--- config.mk ---
export PLATFORM = sky130hd
export DESIGN_NAME = ddcf_top
export DESIGN_NICKNAME = d
export VERILOG_FILES = /design/src/include/ddcf_pkg.sv /design/src/design/ddcf_lane_enc.sv /design/src/design/ddcf_top.sv
export SDC_FILE = /design/constraint.sdc
export NUM_CORES = 1
export LEC_CHECK = 0
export ABC_CLOCK_PERIOD_IN_PS = 11400
export BUFFER_PORTS_ARGS = -buffer_cell sky130_fd_sc_hd__buf_2
export CORE_MARGIN = 8
export CORE_UTILIZATION = 40
export CTS_BUF_LIST = sky130_fd_sc_hd__clkbuf_8
export CTS_CLUSTER_DIAMETER = 120
export DETAILED_ROUTE_END_ITERATION = 12
export SYNTH_ARGS = -nofsm -noshare
export SYNTH_HDL_FRONTEND = slang
export SYNTH_HIERARCHICAL = 1
export SYNTH_SLANG_ARGS = --single-unit
--- constraint.sdc ---
create_clock -name clock -period 11.4 [get_ports clock]
set_input_delay 0 -clock clock [delete_from_list [all_inputs] [get_ports clock]]
set_output_delay 0 -clock clock [all_outputs]
set_load 0.05 [all_outputs]
--- src/include/ddcf_pkg.sv ---
// Purpose: Shared constants and types for the down-converter serial output formatter.
// Assumes: Registers sit on a 32-bit APB bus, one aligned word per register index.
// Notes: Byte address of a register is four times its index.
package ddcf_pkg;
	localparam int LANES = 5;
	localparam int AW = 12;
	localparam logic [9:0] IDX_GAIN = 10'h200;
	localparam logic [9:0] IDX_LINK = 10'h201;
	localparam logic [9:0] IDX_CTRL = 10'h202;
	localparam logic [9:0] IDX_STAT = 10'h203;
	localparam int GAIN_BOOST_BIT = 4;
	localparam logic [7:0] GAIN_RST = 8'h00;
	localparam logic [7:0] LINK_RST = 8'h7c;
	localparam logic [8:0] CTRL_RST = 9'h000;
	localparam logic [2:0] FRAME_OCTETS = 3'h4;
	localparam logic [7:0] K28_5 = 8'hbc;
	localparam logic [7:0] D21_5 = 8'hb5;
	localparam logic [5:0] K28_6B = 6'h0f;
	localparam logic [6:0] PRBS_SEED = 7'h7f;
	localparam logic [14:0] SCR_SEED = 15'h7fff;
	localparam logic [14:0] SAT_POS = 15'h3fff;
	localparam logic [14:0] SAT_NEG = 15'h4000;
	localparam logic [2:0] DEC_CODES = 3'h6;
	localparam logic [5:0] DEC_TAB [6] = '{6'h04, 6'h08, 6'h0a, 6'h10, 6'h14, 6'h20};
	localparam logic [5:0] T6 [32] = '{6'h27, 6'h1d, 6'h2d, 6'h31, 6'h35, 6'h29, 6'h19, 6'h38,
		6'h39, 6'h25, 6'h15, 6'h34, 6'h0d, 6'h2c, 6'h1c, 6'h17, 6'h1b, 6'h23, 6'h13, 6'h32,
		6'h0b, 6'h2a, 6'h1a, 6'h3a, 6'h33, 6'h26, 6'h16, 6'h36, 6'h0e, 6'h2e, 6'h1e, 6'h2b};
	localparam logic [3:0] T4 [8] = '{4'hb, 4'h9, 4'h5, 4'hc, 4'hd, 4'ha, 4'h6, 4'he};
	localparam logic [3:0] T4_ALT = 4'h7;
	typedef enum logic [2:0] {TM_NORMAL, TM_PRBS7, TM_RAMP, TM_D21_5, TM_K28_5} ddcf_test_t;
	typedef struct packed {
		ddcf_test_t test;
		logic [2:0] dec;
		logic p54;
		logic ddr;
		logic en;
	} ddcf_ctrl_t;
	typedef struct packed {
		logic scrambler_enable;
		logic [4:0] km1;
		logic [1:0] rsvd;
	} ddcf_link_t;
	typedef struct packed {
		logic [14:0] i;
		logic [14:0] q;
		logic overrange_flag_first;
		logic overrange_flag_second;
	} ddcf_sample_t;
	function automatic logic [2:0] lane_count(logic [2:0] dc, logic ddr, logic p54);
		case ({dc, ddr, p54})
			5'h02: lane_count = 3'h5;
			5'h03: lane_count = 3'h4;
			5'h04: lane_count = 3'h5;
			5'h05: lane_count = 3'h4;
			5'h06: lane_count = 3'h3;
			5'h07: lane_count = 3'h2;
			5'h08: lane_count = 3'h4;
			5'h0a: lane_count = 3'h2;
			5'h0c: lane_count = 3'h3;
			5'h0d: lane_count = 3'h2;
			5'h0e: lane_count = 3'h2;
			default: lane_count = 3'h1;
		endcase
	endfunction: lane_count
endpackage: ddcf_pkg
--- src/design/ddcf_lane_enc.sv ---
// Purpose: One lane: optional self-synchronous scrambler followed by an 8b10b encoder.
// Assumes: Control characters bypass the scrambler and leave its state alone.
// Notes: Symbol bit 9 is the first bit on the wire (a), bit 0 the last (j).
`timescale 1ns/100ps
module ddcf_lane_enc (
	input wire logic clock,
	input wire logic sys_rst,
	input wire logic clr,
	input wire logic scr_en,
	input wire logic [7:0] oct_in,
	input wire logic k_in,
	output logic [9:0] sym
);
	logic rd_r;
	logic rd_nxt;
	logic [14:0] scr_r;
	logic [14:0] scr_nxt;
	logic [7:0] dat;

	always_comb begin
		logic [14:0] st;
		logic s;
		s = 1'b0;
		st = scr_r;
		dat = oct_in;
		for (int b = 7; b >= 0; b--) begin
			s = oct_in[b] ^ st[14] ^ st[13];
			st = {st[13:0], s};
			if (scr_en && !k_in) begin
				dat[b] = s;
			end
		end
		scr_nxt = (scr_en && !k_in) ? st : scr_r;
	end

	always_comb begin
		logic [5:0] c6;
		logic [3:0] c4;
		logic [4:0] x;
		logic [2:0] y;
		logic rd1;
		logic unb6;
		logic unb4;
		x = dat[4:0];
		y = dat[7:5];
		c6 = k_in ? ddcf_pkg::K28_6B : ddcf_pkg::T6[x];
		unb6 = ($countones(c6) != 3);
		if (rd_r && (unb6 || (x == 5'h07 && !k_in))) begin
			c6 = ~c6;
		end
		rd1 = unb6 ? ~rd_r : rd_r;
		c4 = ddcf_pkg::T4[y];
		if (y == 3'h7 && !k_in && ((!rd1 && (x == 5'h11 || x == 5'h12 || x == 5'h14))
			|| (rd1 && (x == 5'h0b || x == 5'h0d || x == 5'h0e)))) begin
			c4 = ddcf_pkg::T4_ALT;
		end
		unb4 = ($countones(c4) != 2);
		if (rd1 && (unb4 || y == 3'h3)) begin
			c4 = ~c4;
		end else if (k_in && !rd1 && !unb4 && y != 3'h3) begin
			// Balanced control tails flip with disparity so the comma keeps its shape.
			c4 = ~c4;
		end
		rd_nxt = unb4 ? ~rd1 : rd1;
		sym = {c6, c4};
	end

	// The link being off clears disparity and scrambler so every start is identical.
	always_ff @(posedge clock or posedge sys_rst) begin
		if (sys_rst) begin
			rd_r <= 1'b0;
			scr_r <= ddcf_pkg::SCR_SEED;
		end else if (clr) begin
			rd_r <= 1'b0;
			scr_r <= ddcf_pkg::SCR_SEED;
		end else begin
			rd_r <= rd_nxt;
			scr_r <= scr_nxt;
		end
	end
endmodule: ddcf_lane_enc

--- src/design/ddcf_top.sv ---
// Purpose: Packs decimated complex samples and sends them over up to five 8b10b lanes.
// Assumes: Samples arrive on clock from the down-converter; serializers sit outside.
// Notes: Registers are reached over APB; answers come one cycle into the access phase.
// Contract
// Samples are 15-bit I, 15-bit Q, two flags.
// Pack into 16-bit words, flag in bit 0.
// Decimation only 4, 8, 10, 16, 20, 32.
// Gain boost bit doubles final filter output.
// Software should boost gain when tuned near zero.
// At most five serial lanes.
// Spread octets over lanes, encode 8b10b.
// Lane rate 1, 1.25, 2 or 2.5 times.
// Scrambler off after reset, enabled by bit.
// Software writes frames per multiframe minus one.
// Software keeps frame count within legal range.
// Rate select bit picks one or two times.
// Software disables link before changing parameters.
// Link off holds logic reset, serializers down.
// Link off also gates link clocks.
// Selectable link test modes exist.
// Pseudo-random patterns bypass the 8b10b encoder.
// Unused lanes are the highest-numbered ones.
// Scrambler uses the standard self-synchronous polynomial.
// Flags belong to the same sample instant.
//
// Our own choice: the APB slave port.
`timescale 1ns/100ps
module ddcf_top #(
	parameter int LANES = ddcf_pkg::LANES,
	parameter logic [4:0] CGS_CYCLES = 5'h10
) (
	input wire logic clock,
	input wire logic sys_rst,
	input wire logic psel,
	input wire logic penable,
	input wire logic pwrite,
	input wire logic [ddcf_pkg::AW-1:0] paddr,
	input wire logic [31:0] pwdata,
	output logic [31:0] prdata_r,
	output logic pready_r,
	output logic pslverr_r,
	input wire ddcf_pkg::ddcf_sample_t sample_in,
	input wire logic sample_valid,
	output logic [LANES-1:0][9:0] serial_lane_outputs,
	output logic [LANES-1:0] lane_pd_r,
	output logic link_clk_en_r,
	output logic [1:0] line_rate_r
);
	typedef enum logic [1:0] {ST_OFF, ST_CGS, ST_DATA} ddcf_state_t;
	localparam int CTRL_W = $bits(ddcf_pkg::ddcf_ctrl_t);

	logic [7:0] gain_r;
	ddcf_pkg::ddcf_link_t link_r;
	ddcf_pkg::ddcf_ctrl_t ctrl_r;
	ddcf_pkg::ddcf_ctrl_t ctrl_nxt;
	logic [9:0] idx;
	logic setup;
	logic hit;
	logic wr_en;
	logic [31:0] rd_data;
	ddcf_state_t state_r;
	logic [4:0] cgs_cnt_r;
	logic [4:0] mf_cnt_r;
	logic [2:0] lanes;
	logic [2:0] lanes_r;
	logic link_en;
	logic [5:0] dec_fac;
	logic [5:0] dec_cnt_r;
	logic take;
	logic [31:0] word_nxt;
	logic [31:0] word_r;
	logic pend_r;
	logic [31:0] tx_word_r;
	logic tx_ok_r;
	logic [2:0] pos_r;
	logic frame_end;
	logic [7:0] ramp_r;
	logic [6:0] prbs_r;
	logic [6:0] prbs_nxt;
	logic [9:0] prbs_bits;
	logic [LANES-1:0][7:0] lane_oct;
	logic [LANES-1:0] lane_k;
	logic [LANES-1:0][9:0] enc_sym;

	assign idx = paddr[ddcf_pkg::AW-1:2];
	assign setup = psel && !penable;
	assign hit = idx inside {ddcf_pkg::IDX_GAIN, ddcf_pkg::IDX_LINK,
		ddcf_pkg::IDX_CTRL, ddcf_pkg::IDX_STAT};
	assign wr_en = psel && penable && pready_r && pwrite;
	assign link_en = ctrl_r.en;
	assign lanes = ddcf_pkg::lane_count(ctrl_r.dec, ctrl_r.ddr, ctrl_r.p54);
	assign dec_fac = ddcf_pkg::DEC_TAB[ctrl_r.dec];

	always_comb begin
		case (idx)
			ddcf_pkg::IDX_GAIN: rd_data = {24'h000000, gain_r};
			ddcf_pkg::IDX_LINK: rd_data = {24'h000000, link_r};
			ddcf_pkg::IDX_CTRL: rd_data = {23'h000000, ctrl_r};
			ddcf_pkg::IDX_STAT: rd_data = {17'h00000, mf_cnt_r, lanes_r, line_rate_r,
				state_r, pend_r, tx_ok_r, link_clk_en_r};
			default: rd_data = 32'h00000000;
		endcase
	end

	// Every transfer answers at the first access edge; unmapped indices raise pslverr.
	always_ff @(posedge clock or posedge sys_rst) begin
		if (sys_rst) begin
			pready_r <= 1'b0;
			pslverr_r <= 1'b0;
			prdata_r <= 32'h00000000;
		end else begin
			pready_r <= setup;
			pslverr_r <= setup && !hit;
			if (setup && !pwrite) begin
				prdata_r <= rd_data;
			end
		end
	end

	always_comb begin
		ctrl_nxt = ddcf_pkg::ddcf_ctrl_t'(pwdata[CTRL_W-1:0]);
		if (ctrl_nxt.dec >= ddcf_pkg::DEC_CODES) begin
			ctrl_nxt.dec = ctrl_r.dec;
		end
	end

	always_ff @(posedge clock or posedge sys_rst) begin
		if (sys_rst) begin
			gain_r <= ddcf_pkg::GAIN_RST;
			link_r <= ddcf_pkg::LINK_RST;
			ctrl_r <= ddcf_pkg::CTRL_RST;
		end else if (wr_en) begin
			case (idx)
				ddcf_pkg::IDX_GAIN: gain_r <= pwdata[7:0];
				ddcf_pkg::IDX_LINK: link_r <= ddcf_pkg::ddcf_link_t'(pwdata[7:0]);
				ddcf_pkg::IDX_CTRL: ctrl_r <= ctrl_nxt;
				default: ;
			endcase
		end
	end

	function automatic logic [14:0] boost(logic [14:0] v, logic on);
		if (!on) begin
			boost = v;
		end else if (v[14] != v[13]) begin
			boost = v[14] ? ddcf_pkg::SAT_NEG : ddcf_pkg::SAT_POS;
		end else begin
			boost = {v[13:0], 1'b0};
		end
	endfunction: boost

	// One sample in dec_fac is kept; the count restarts if the factor shrinks under it.
	assign take = sample_valid && (dec_cnt_r >= dec_fac - 6'h01);
	always_ff @(posedge clock or posedge sys_rst) begin
		if (sys_rst) begin
			dec_cnt_r <= 6'h00;
		end else if (take) begin
			dec_cnt_r <= 6'h00;
		end else if (sample_valid) begin
			dec_cnt_r <= dec_cnt_r + 6'h01;
		end
	end

	always_comb begin
		word_nxt = {boost(sample_in.i, gain_r[ddcf_pkg::GAIN_BOOST_BIT]),
			sample_in.overrange_flag_first,
			boost(sample_in.q, gain_r[ddcf_pkg::GAIN_BOOST_BIT]),
			sample_in.overrange_flag_second};
	end

	assign frame_end = (state_r == ST_DATA) && ({1'b0, pos_r} + {1'b0, lanes_r}
		>= {1'b0, ddcf_pkg::FRAME_OCTETS});

	// A new word wins over the frame boundary that would consume the old one.
	always_ff @(posedge clock or posedge sys_rst) begin
		if (sys_rst) begin
			word_r <= 32'h00000000;
			pend_r <= 1'b0;
		end else if (take) begin
			word_r <= word_nxt;
			pend_r <= 1'b1;
		end else if (frame_end) begin
			pend_r <= 1'b0;
		end
	end

	always_ff @(posedge clock or posedge sys_rst) begin
		if (sys_rst) begin
			state_r <= ST_OFF;
			cgs_cnt_r <= 5'h00;
		end else begin
			case (state_r)
				ST_OFF: if (link_en) begin
					state_r <= ST_CGS;
					cgs_cnt_r <= 5'h00;
				end
				ST_CGS: if (!link_en) begin
					state_r <= ST_OFF;
				end else if (cgs_cnt_r == CGS_CYCLES - 5'h01) begin
					state_r <= ST_DATA;
				end else begin
					cgs_cnt_r <= cgs_cnt_r + 5'h01;
				end
				ST_DATA: if (!link_en) begin
					state_r <= ST_OFF;
				end
				default: state_r <= ST_OFF;
			endcase
		end
	end

	// Octet position within the held frame word; frames count modulo the multiframe size.
	always_ff @(posedge clock or posedge sys_rst) begin
		if (sys_rst) begin
			pos_r <= 3'h0;
			tx_word_r <= 32'h00000000;
			tx_ok_r <= 1'b0;
			mf_cnt_r <= 5'h00;
		end else if (state_r != ST_DATA) begin
			pos_r <= 3'h0;
			tx_ok_r <= 1'b0;
			mf_cnt_r <= 5'h00;
		end else if (frame_end) begin
			pos_r <= 3'h0;
			tx_word_r <= word_r;
			tx_ok_r <= pend_r;
			mf_cnt_r <= (mf_cnt_r >= link_r.km1) ? 5'h00 : mf_cnt_r + 5'h01;
		end else begin
			pos_r <= pos_r + lanes_r;
		end
	end

	always_comb begin
		logic [6:0] p;
		p = prbs_r;
		for (int b = 9; b >= 0; b--) begin
			prbs_bits[b] = p[6] ^ p[5];
			p = {p[5:0], prbs_bits[b]};
		end
		prbs_nxt = p;
	end

	always_ff @(posedge clock or posedge sys_rst) begin
		if (sys_rst) begin
			prbs_r <= ddcf_pkg::PRBS_SEED;
			ramp_r <= 8'h00;
		end else if (state_r == ST_OFF) begin
			prbs_r <= ddcf_pkg::PRBS_SEED;
			ramp_r <= 8'h00;
		end else begin
			prbs_r <= prbs_nxt;
			ramp_r <= ramp_r + 8'h01;
		end
	end

	// Lanes past the active count carry idle K characters unless the ramp, D21.5 or PRBS7 test mode is set, and are powered down anyway.
	always_comb begin
		logic [3:0] o;
		o = 4'h0;
		for (int k = 0; k < LANES; k++) begin
			o = {1'b0, pos_r} + 4'(k);
			lane_oct[k] = ddcf_pkg::K28_5;
			lane_k[k] = 1'b1;
			if (state_r == ST_DATA && k < int'(lanes_r) && o < 4'(ddcf_pkg::FRAME_OCTETS)
				&& tx_ok_r) begin
				lane_oct[k] = tx_word_r[8 * (3 - int'(o[1:0])) +: 8];
				lane_k[k] = 1'b0;
			end
			case (ctrl_r.test)
				ddcf_pkg::TM_RAMP: begin
					lane_oct[k] = ramp_r + 8'(k);
					lane_k[k] = 1'b0;
				end
				ddcf_pkg::TM_D21_5: begin
					lane_oct[k] = ddcf_pkg::D21_5;
					lane_k[k] = 1'b0;
				end
				ddcf_pkg::TM_K28_5: begin
					lane_oct[k] = ddcf_pkg::K28_5;
					lane_k[k] = 1'b1;
				end
				default: ;
			endcase
		end
	end

	genvar g;
	generate
		for (g = 0; g < LANES; g++) begin : g_lane
			ddcf_lane_enc u_enc (
				.clock(clock),
				.sys_rst(sys_rst),
				.clr(state_r == ST_OFF),
				.scr_en(link_r.scrambler_enable),
				.oct_in(lane_oct[g]),
				.k_in(lane_k[g]),
				.sym(enc_sym[g])
			);
		end
	endgenerate

	always_ff @(posedge clock or posedge sys_rst) begin
		if (sys_rst) begin
			serial_lane_outputs <= '0;
		end else begin
			for (int k = 0; k < LANES; k++) begin
				if (state_r == ST_OFF) begin
					serial_lane_outputs[k] <= 10'h000;
				end else if (ctrl_r.test == ddcf_pkg::TM_PRBS7) begin
					serial_lane_outputs[k] <= prbs_bits;
				end else begin
					serial_lane_outputs[k] <= enc_sym[k];
				end
			end
		end
	end

	// Serializer power and clock gate follow the link enable; rate select follows the ddr and p54 bits.
	always_ff @(posedge clock or posedge sys_rst) begin
		if (sys_rst) begin
			lane_pd_r <= '1;
			link_clk_en_r <= 1'b0;
			line_rate_r <= 2'h0;
			lanes_r <= 3'h1;
		end else begin
			link_clk_en_r <= link_en;
			line_rate_r <= {ctrl_r.ddr, ctrl_r.p54};
			lanes_r <= lanes;
			for (int k = 0; k < LANES; k++) begin
				lane_pd_r[k] <= !link_en || (k >= int'(lanes));
			end
		end
	end
endmodule: ddcf_top

==> results of run 1 <==
layer usage:
metal / track usage, % / vias up / routed length [um]
li1: - / 7687 / -
met1: 23.6 / 7794 / 24000
met2: 28.1 / 452 / 24100
met3: 3.40 / 88 / 2970
met4: 6.48 / 0 / 1500
met5: 0 / - / 0
tightest hold or removal path: stages:
cell and delay [ns]:
buf_2 0.24, mux4_2 0.29, a22o_1 0.12
layout make-up:
cell class / count / area, um^2
clock inverter: 38 / 235
fill: 4791 / 27100
tap: 672 / 841
antenna: 2 / 5.00
inverter: 71 / 274
timing repair buffer: 223 / 1520
clock buffer: 58 / 798
sequential: 285 / 7250
multi-input combinational: 1628 / 12100
power breakdown:
| group | switching (mW) | leakage, nW | internal [mW] | total, mW |
|---|---|---|---|---|
| Clock | 0.447 | 0.619 | 0.515 | 0.962 |
| Sequential | 0.0420 | 3.55 | 1.08 | 1.12 |
| Combinational | 0.141 | 5.80 | 0.0917 | 0.233 |
stage by stage:
stage               util [%]  std cells
global placement        42.5       2808
CTS                     45.9       2975
finish                  46.0       2977
floorplan                  -       2122
global route            46.0       2977
detailed placement      42.5       2808
sequential cells by signal, summed over array words and instances (netlist names), 2 cells and up:
name                 flops
dec_cnt_r                6
state_r                  2
ctrl_r                   8
line_rate_r              2
word_r                  32
g_lane.u_enc/rd_r        5
ramp_r                   8
prdata_r                15
mf_cnt_r                 5
pos_r                    3
lanes_r                  3
gain_r                   8
lane_pd_r                5
link_r                   8
tx_word_r               32
g_lane.u_enc/scr_r      75
prbs_r                   7
serial_lane_outputs     50
cgs_cnt_r                5
kinds of logic (layout without fill, tap and decap cells):
group,Yosys count,count (layout),share of synthesized area (%)
buffers and inverters,209,390,5.11
AND/OR/NAND/NOR,695,695,17.3
AO/OA/AOI/OAI,461,461,16.1
flip-flops,285,285,35.6
other,1,20,0.0184
XOR/XNOR,236,236,10.3
multiplexers,105,105,7.98
adder cells (fa/ha/maj),113,113,7.57
synth_stat cells, types with 12 or more instances:
master / number / area (um^2)
dfrtp_1: 192 / 4800
nand2_1: 248 / 931
fa_1: 17 / 340
ha_1: 96 / 1200
xor2_1: 119 / 1040
dfstp_2: 93 / 2440
a31oi_1: 28 / 175
clkbuf_1: 58 / 218
nand3_1: 33 / 165
a211o_1: 44 / 385
mux2_2: 50 / 563
o22ai_1: 14 / 87.6
xnor2_1: 114 / 998
buf_2: 32 / 160
o21a_1: 51 / 383
nor3_1: 36 / 180
buf_6: 15 / 169
and2_1: 15 / 93.8
buf_4: 24 / 180
a21oi_1: 66 / 330
nor2_1: 145 / 544
a22o_1: 16 / 140
inv_1: 71 / 267
nand3b_1: 45 / 338
nand2b_1: 41 / 257
mux4_2: 27 / 608
a21o_1: 15 / 113
o21ai_1: 12 / 60.1
nor2b_1: 37 / 231
mux2i_1: 16 / 160
o21ai_0: 97 / 485
path summary, 6_finish.rpt:
check | from | endpoint | slack, ns | cells past startpoint
worst min register to register | g_lane[1].u_enc/scr_r[3] | g_lane[1].u_enc/scr_r[11] | 0.46 | 2
max in group asynchronous | sys_rst | gain_r[4] | 9.29 | 5
min in group asynchronous | sys_rst | serial_lane_outputs[0] | 0.11 | 3
worst max-delay path | pos_r[0] | serial_lane_outputs[13] | 0.96 | 35
worst min-delay path | paddr[2] | prdata_r[7] | 0.05 | 3
worst max register to register | pos_r[0] | serial_lane_outputs[13] | 0.96 | 35
==> flow_summary.toml, run 1 <==
[timing]
slew_headroom_pct = 26.3
min_period_ns = 10.44
setup_viol = 0
rsz0062_at_grt = "no"
fin_crit_sh_pct = 91.6
tightest_slew_ns = 1.11
finalMaxSlewViolations = 0
max_freq_mhz = 95.8
clock-skew-final_ns = 0.0291
tns_ns = 0
hold_ws_ns = 0.0549
setup_ws_ns = 0.963
hold_violations = 0

[min_path]
hp-class = "primary input to flip-flop"

[global_route]
antenna_found_initial = 1
grt_pass1_vias = 16100
track_usage_pct = 17.6
grt_max_degree = 88
grt_overflow = 0
grt_pass1_wl_mm = 86.4

[worst_setup_path]
cp-end-kind = "flip-flop"
cp_common_cell = "ha_1"
path_buf_inv = 5
path_max_fanout = 40
cp-start-kind = "flip-flop"
slowest_stage = "dfrtp_2"
path_class = "flip-flop to flip-flop"
worst_path_largest_cell_delay_ns = 0.97
worstPathRequired_ns = 11.97
cp.arrival_ns = 11.00
crit_family = "adder cells"

[finish]
final_common_cell = "nand2_1"
area_growth_pct = 13.3
fin_nets = 2455
stdcell_area_mm2 = 0.0231
drive_above_1_share_pct = 20.2
layout_common_cells = "nand2_1, dfrtp_1, nor2_1"

[clock_tree]
cts_buffer_depth = 3
worstSkewPairLatency_ns = 0.65
numCtsBuffers = 51
cts_hold_buf = 71
cts_setup_buffers = 0
clock_sinks = 285
htreeDepth = 2
cts_tree = "yes"
root_buffer = "clkbuf_8"
cts_resized = 0
clkSlewWorstSetupHoldPaths_ns = 0.06

[synthesis]
yosys_warnings = 6
yosysUniqueCellTypes = 115
synth_cells = 2105
ys_seq_area_share_pct = 35.6
synth_ff_type = "dfrtp_1"
async_flop_share_pct = 100
synth-edff-count = 0
synth_area_mm2 = 0.0204
ys_ff_latch = 285
syn_area_per_cell_um2 = 9.67

[placed_design]
gp_congestion = 0.857
dp_hpwl_mm = 38.1
portBuffers = 131
post-place-ws_ns = 1.12
place_area_mm2 = 0.0213

[routing]
vias = 16000
drtIter0Drc = 1110
vias_per_cell = 5.38
dr.pass1.iters = 6
postRouteAntennaNets = 0
wirelength_mm = 52.6
wire_per_inst_um = 17.7
drc = 0

[floorplan]
std_cell_rows = 82
dieHeight_um = 242
initial_utilization_pct = 40.6
fp.dieArea_mm2 = 0.0584
coreArea_mm2 = 0.0502
ios = 174
die_w_um = 242

[pwr]
max-vdd-ir-drop_mv = 0.0700
finalPower_mw = 2.32
p_leak_nw = 9.97
p_per_area_mw_per_mm2 = 100

[status]
status = "finished, final reports clean"

[run]
drv_cap = 0
Power figures use the tool's default switching activity.
==> run 2, diff against run 1 <==
HOLD_SLACK_MARGIN = 0.08   (was unset)
==> run 2 against run 1 <==
  * Clock-buffer cell count stayed put
  * Sequential share of layout area decreased by 0.054 points
  * Fmax is essentially flat
  * Utilization rose by 0.080 points
  * Largest cell class unchanged
  * Clock power hardly changed
==> flow_summary.toml, run 2 (synthesis gave the netlist of run 1 again) <==
[global_route]
grt_pass1_wl_mm = 86.5
grt_pass1_vias = 16100
grt_max_degree = 88
use_met2_pct = 28.1
track_usage_pct = 17.7
antenna_found_initial = 1
grt_overflow = 0
top_usage_layer = "met2"
grt_util_met3_pct = 3.37
grt_use_met1_pct = 23.7

[timing]
hold_violations = 0
slew_headroom_pct = 25.7
finalMaxSlewViolations = 0
setup_viol = 0
setup_ws_ns = 0.972
tightest_slew_ns = 1.11
min_period_ns = 10.43
fin_crit_sh_pct = 91.5
max_freq_mhz = 95.9
tns_ns = 0
clock-skew-final_ns = 0.0303
hold_ws_ns = 0.104
rsz0062_at_grt = "no"

[worst_setup_path]
cp-start-kind = "flip-flop"
path_max_fanout = 40
cp-startpoint = "pos_r[0]"
cp-end-kind = "flip-flop"
r2r_start = "pos_r[0]"
slowest_stage = "dfrtp_2"
crit_family = "adder cells"
worst_path_largest_cell_delay_ns = 0.96
cp_common_cell = "ha_1"
worstPathRequired_ns = 11.97
path_buf_inv = 5
path_class = "flip-flop to flip-flop"
cp.arrival_ns = 10.99

[routing]
drtIter0Drc = 1157
wire_per_inst_um = 17.7
dr.pass1.iters = 5
wirelength_mm = 52.8
vias = 16100
postRouteAntennaNets = 0
vias_per_cell = 5.40
drc = 0

[clock_tree]
cts_resized = 0
numCtsBuffers = 51
cts_hold_buf = 75
root_buffer = "clkbuf_8"
clkSlewWorstSetupHoldPaths_ns = 0.06
cts_buffer_depth = 3
htreeDepth = 2
cts_tree = "yes"
clock_sinks = 285
cts_setup_buffers = 0
worstSkewPairLatency_ns = 0.64

[floorplan]
fp.dieArea_mm2 = 0.0584
ios = 174
dieHeight_um = 242
die_w_um = 242
initial_utilization_pct = 40.6
std_cell_rows = 82
coreArea_mm2 = 0.0502

[pwr]
seqPwrFrac_pct = 48.4
swShare_pct = 27.2
internal_power_mw = 1.69
pwr-share-comb_pct = 10.1
p_switching_mw = 0.631
clockPowerShare_pct = 41.6
finalPower_mw = 2.32
max-vdd-ir-drop_mv = 0.0701
p_leak_nw = 9.99
p_per_area_mw_per_mm2 = 100

[finish]
largest_register_ffs = 75
fin_nets = 2459
stdcell_area_mm2 = 0.0231
final_core_util_pct = 46.0
regMostFlops = "g_lane.u_enc/scr_r"
layout_common_cells = "nand2_1, dfrtp_1, nor2_1"
area_growth_pct = 13.5
top_regs = "g_lane.u_enc/scr_r: 75 flops, serial_lane_outputs: 50 flops"
final_common_cell = "nand2_1"
finalNonFillerCells = 2981
drive_above_1_share_pct = 20.2

[placed_design]
dp_hpwl_mm = 38.1
portBuffers = 131
place_area_mm2 = 0.0213
post-place-ws_ns = 1.12
numPlacedInstances = 2808
gp_congestion = 0.857

[run]
drv_cap = 0

[status]
status = "finished, final reports clean"

[min_path]
hp-class = "primary input to async pin"
-- run 2: metal layers --
metal | vias to the layer above | part of all wire, %
li1 | 7702 | -
met1 | 7828 | 45
met2 | 478 | 46
met3 | 87 | 6.0
met4 | 0 | 2.8
met5 | - | 0
-- run 2: layout make-up --
type / instances / area (um^2)
Multi-Input combinational cell: 1628 / 12100
Fill cell: 4789 / 27100
Sequential cell: 285 / 7250
Timing Repair Buffer: 227 / 1560
Inverter: 71 / 274
Tap cell: 672 / 841
Clock buffer: 58 / 798
Clock inverter: 38 / 235
Antenna cell: 2 / 5.00
-- run 2: power groups by stage --
stage | sequential (mW) | combinational (mW) | clock, mW
2_1_floorplan | 1.12 | 0.173 | 0
3_3_place_gp | 1.13 | 0.212 | 0
3_5_place_dp | 1.14 | 0.218 | 0
4_1_cts | 1.12 | 0.237 | 0.997
5_1_grt | 1.13 | 0.269 | 1.04
6_report | 1.12 | 0.234 | 0.962
-- run 2: tightest hold or removal path, delay by kind of cell --
family                 cells  cell delay (ns)
buffers and inverters      3             1.18
-- run 2: worst paths after layout --
path                                              to  slack (ns)  cells after the start
setup / recovery             serial_lane_outputs[13]        0.97                     35
hold / removal                serial_lane_outputs[0]        0.10                      3
setup reg to reg             serial_lane_outputs[13]        0.97                     35
hold reg to reg            g_lane[1].u_enc/scr_r[11]        0.46                      2
max in group asynchronous                  gain_r[4]        9.29                      5
min in group clock                         ctrl_r[8]        0.15                      4
==> run 3, diff against run 2 <==
ABC_AREA = 1   (was unset)
ABC_CLOCK_PERIOD_IN_PS = unset   (was 11400)
clock period = 9.59 ns   (was 11.4 ns; I/O delays follow)
==> run 3 against run 2 <==
  * Utilization up 0.99 points
  * Critical path depth grew 13
  * Total power increased by 93%
  * Synthesized area is 2.7% higher
  * First-iteration DRC count grew 7.7%
  * Hold slack got worse by 0.0088 ns
==> flow_summary.toml, run 3 <==
[timing]
setup_viol = 0
tightest_slew_ns = 1.06
tns_ns = 0
max_freq_mhz = 113
rsz0062_at_grt = "no"
slew_headroom_pct = 29.5
finalMaxSlewViolations = 0
clock-skew-final_ns = 0.0609
hold_violations = 0
min_period_ns = 8.83
fin_crit_sh_pct = 92.0

[floorplan]
die_w_um = 245
std_cell_rows = 83
dieHeight_um = 245
initial_utilization_pct = 40.6
coreArea_mm2 = 0.0515
fp.dieArea_mm2 = 0.0598
ios = 174

[synthesis]
yosys_warnings = 6
synth-edff-count = 0
synthTopCellsByArea = "dfrtp_1, nand2_1, dfstp_2"
ys_ff_latch = 285
synth_ff_type = "dfrtp_1"
synth_area_leader_cell = "dfrtp_1"
synth_cells = 2871
synth_area_mm2 = 0.0209
async_flop_share_pct = 100
syn_area_per_cell_um2 = 7.28
yosys.area.top_type_share_pct = 23.0
yosys-top-cells-count = "nand2_1, inv_1, o21ai_0, nand3_1, dfrtp_1"
ys_seq_area_share_pct = 34.7
yosysUniqueCellTypes = 64
synth_most_common_cell = "nand2_1"

[clock_tree]
root_buffer = "clkbuf_8"
cts_setup_buffers = 0
cts_tree = "yes"
clkSlewWorstSetupHoldPaths_ns = 0.06
worstSkewPairLatency_ns = 0.68
clock_sinks = 285
cts_buffer_depth = 3
htreeDepth = 2
numCtsBuffers = 52

[finish]
layout_common_cells = "nand2_1, inv_1, o21ai_0"
final_common_cell = "nand2_1"
multi_input_area_mm2 = 0.0117
drive_above_1_share_pct = 16.9
fill_cells = 5217
top_regs = "g_lane.u_enc/scr_r: 75 flops, serial_lane_outputs: 50 flops"
antennaDiodeCount = 0
area_growth_pct = 15.9
register_area_mm2 = 0.00725
final_core_util_pct = 47.0
fin_nets = 3300
regMostFlops = "g_lane.u_enc/scr_r"
stdcell_area_mm2 = 0.0242
largest_register_ffs = 75

[global_route]
antenna_found_initial = 0
track_usage_pct = 19.3
grt_pass1_wl_mm = 97.0
grt_pass1_vias = 18900
grt_overflow = 0
grt_max_degree = 137

[worst_setup_path]
slowest_stage = "fa_1"
path_max_fanout = 20
worst_path_largest_cell_delay_ns = 0.55
cp.arrival_ns = 9.35
cp-start-kind = "flip-flop"
worstPathRequired_ns = 10.11
cp-end-kind = "flip-flop"
path_class = "flip-flop to flip-flop"

[min_path]
hp-class = "primary input to async pin"

[placed_design]
portBuffers = 131
dp_hpwl_mm = 43.4
gp_congestion = 0.885
place_area_mm2 = 0.0219

[routing]
drtIter0Drc = 1246
wire_per_inst_um = 15.2
vias = 19200
wirelength_mm = 58.1
dr.pass1.iters = 6
vias_per_cell = 5.03
drc = 0
postRouteAntennaNets = 0

[pwr]
p_per_area_mw_per_mm2 = 184
max-vdd-ir-drop_mv = 0.109
p_leak_nw = 12.7

[run]
drv_cap = 0

[status]
status = "finished, final reports clean"
[run 3: cells by family (layout without fill, tap and decap cells)]
kind of cell / Yosys count / after routing / share of synthesized area, %
buf+inv: 444 / 704 / 9.55
simple gates: 1523 / 1523 / 33.1
xor+xnor: 72 / 72 / 3.02
fa+ha+maj: 113 / 113 / 7.38
other cells: 1 / 18 / 0.0179
flops: 285 / 285 / 34.7
mux: 2 / 2 / 0.0958
compound gates: 431 / 431 / 12.1
[run 3: worst paths after layout]
path	from	to	slack, ns	cells past startpoint
max in group asynchronous	sys_rst	state_r[0]	7.89	4
hold / removal	sys_rst	g_lane[1].u_enc/rd_r	0.1	3
hold reg to reg	word_r[18]	tx_word_r[18]	0.47	2
setup reg to reg	ctrl_r[7]	serial_lane_outputs[22]	0.76	48
min in group clock	pwdata[1]	ctrl_r[1]	0.12	4
setup / recovery	ctrl_r[7]	serial_lane_outputs[22]	0.76	48
[run 3: per-layer routing]
layer / track usage (%) / wire, um
met1: 25.6 / 26900
met2: 31.7 / 26500
met3: 2.99 / 2810
met4: 7.12 / 1880
met5: 0 / 0
[run 3: critical path, delay by kind of cell, from the launching register on]
kind | cells | cell delay (ns)
AO/OA/AOI/OAI | 3 | 0.59
AND/OR/NAND/NOR | 23 | 3.50
buffers and inverters | 11 | 0.85
flip-flops | 1 | 0.45
XOR/XNOR | 3 | 0.55
adder cells (fa/ha/maj) | 8 | 2.70
[run 3: per-stage QoR]
step                      worst slack (ns)  power [mW]  hold WS (ns)  instances
after floorplan                       1.28        2.77       -0.0970       2888
after global placement               0.930        3.13         0.193       3619
after detailed placement             0.753        3.16         0.204       3619
after CTS                            0.662        4.53        0.0802       3828
after global routing               0.00195        4.77         0.144       3828
final                                0.763        4.47        0.0956       3828
[run 3: final cells by class]
cell class	instances	area share, %
clock buffers	66	3.75
inverters	351	5.60
repair buffers	256	7.74
multi-input cells	2159	48.4
clock inverters	31	1.05
flip-flops and latches	285	29.9
well taps	680	3.51
[run 3: timing repair]
item,CTS,global route
setup endpoints to repair,0,4
endpoints found under the hold margin,289,0
gates resized for setup,0,3
hold buffers,112,0
[run 3: power breakdown]
part | switching (mW) | leakage [nW] | internal, mW
Combinational | 1.12 | 8.63 | 0.463
Clock | 0.574 | 0.651 | 0.712
Sequential | 0.135 | 3.40 | 1.46
Total | 1.83 | 12.7 | 2.64
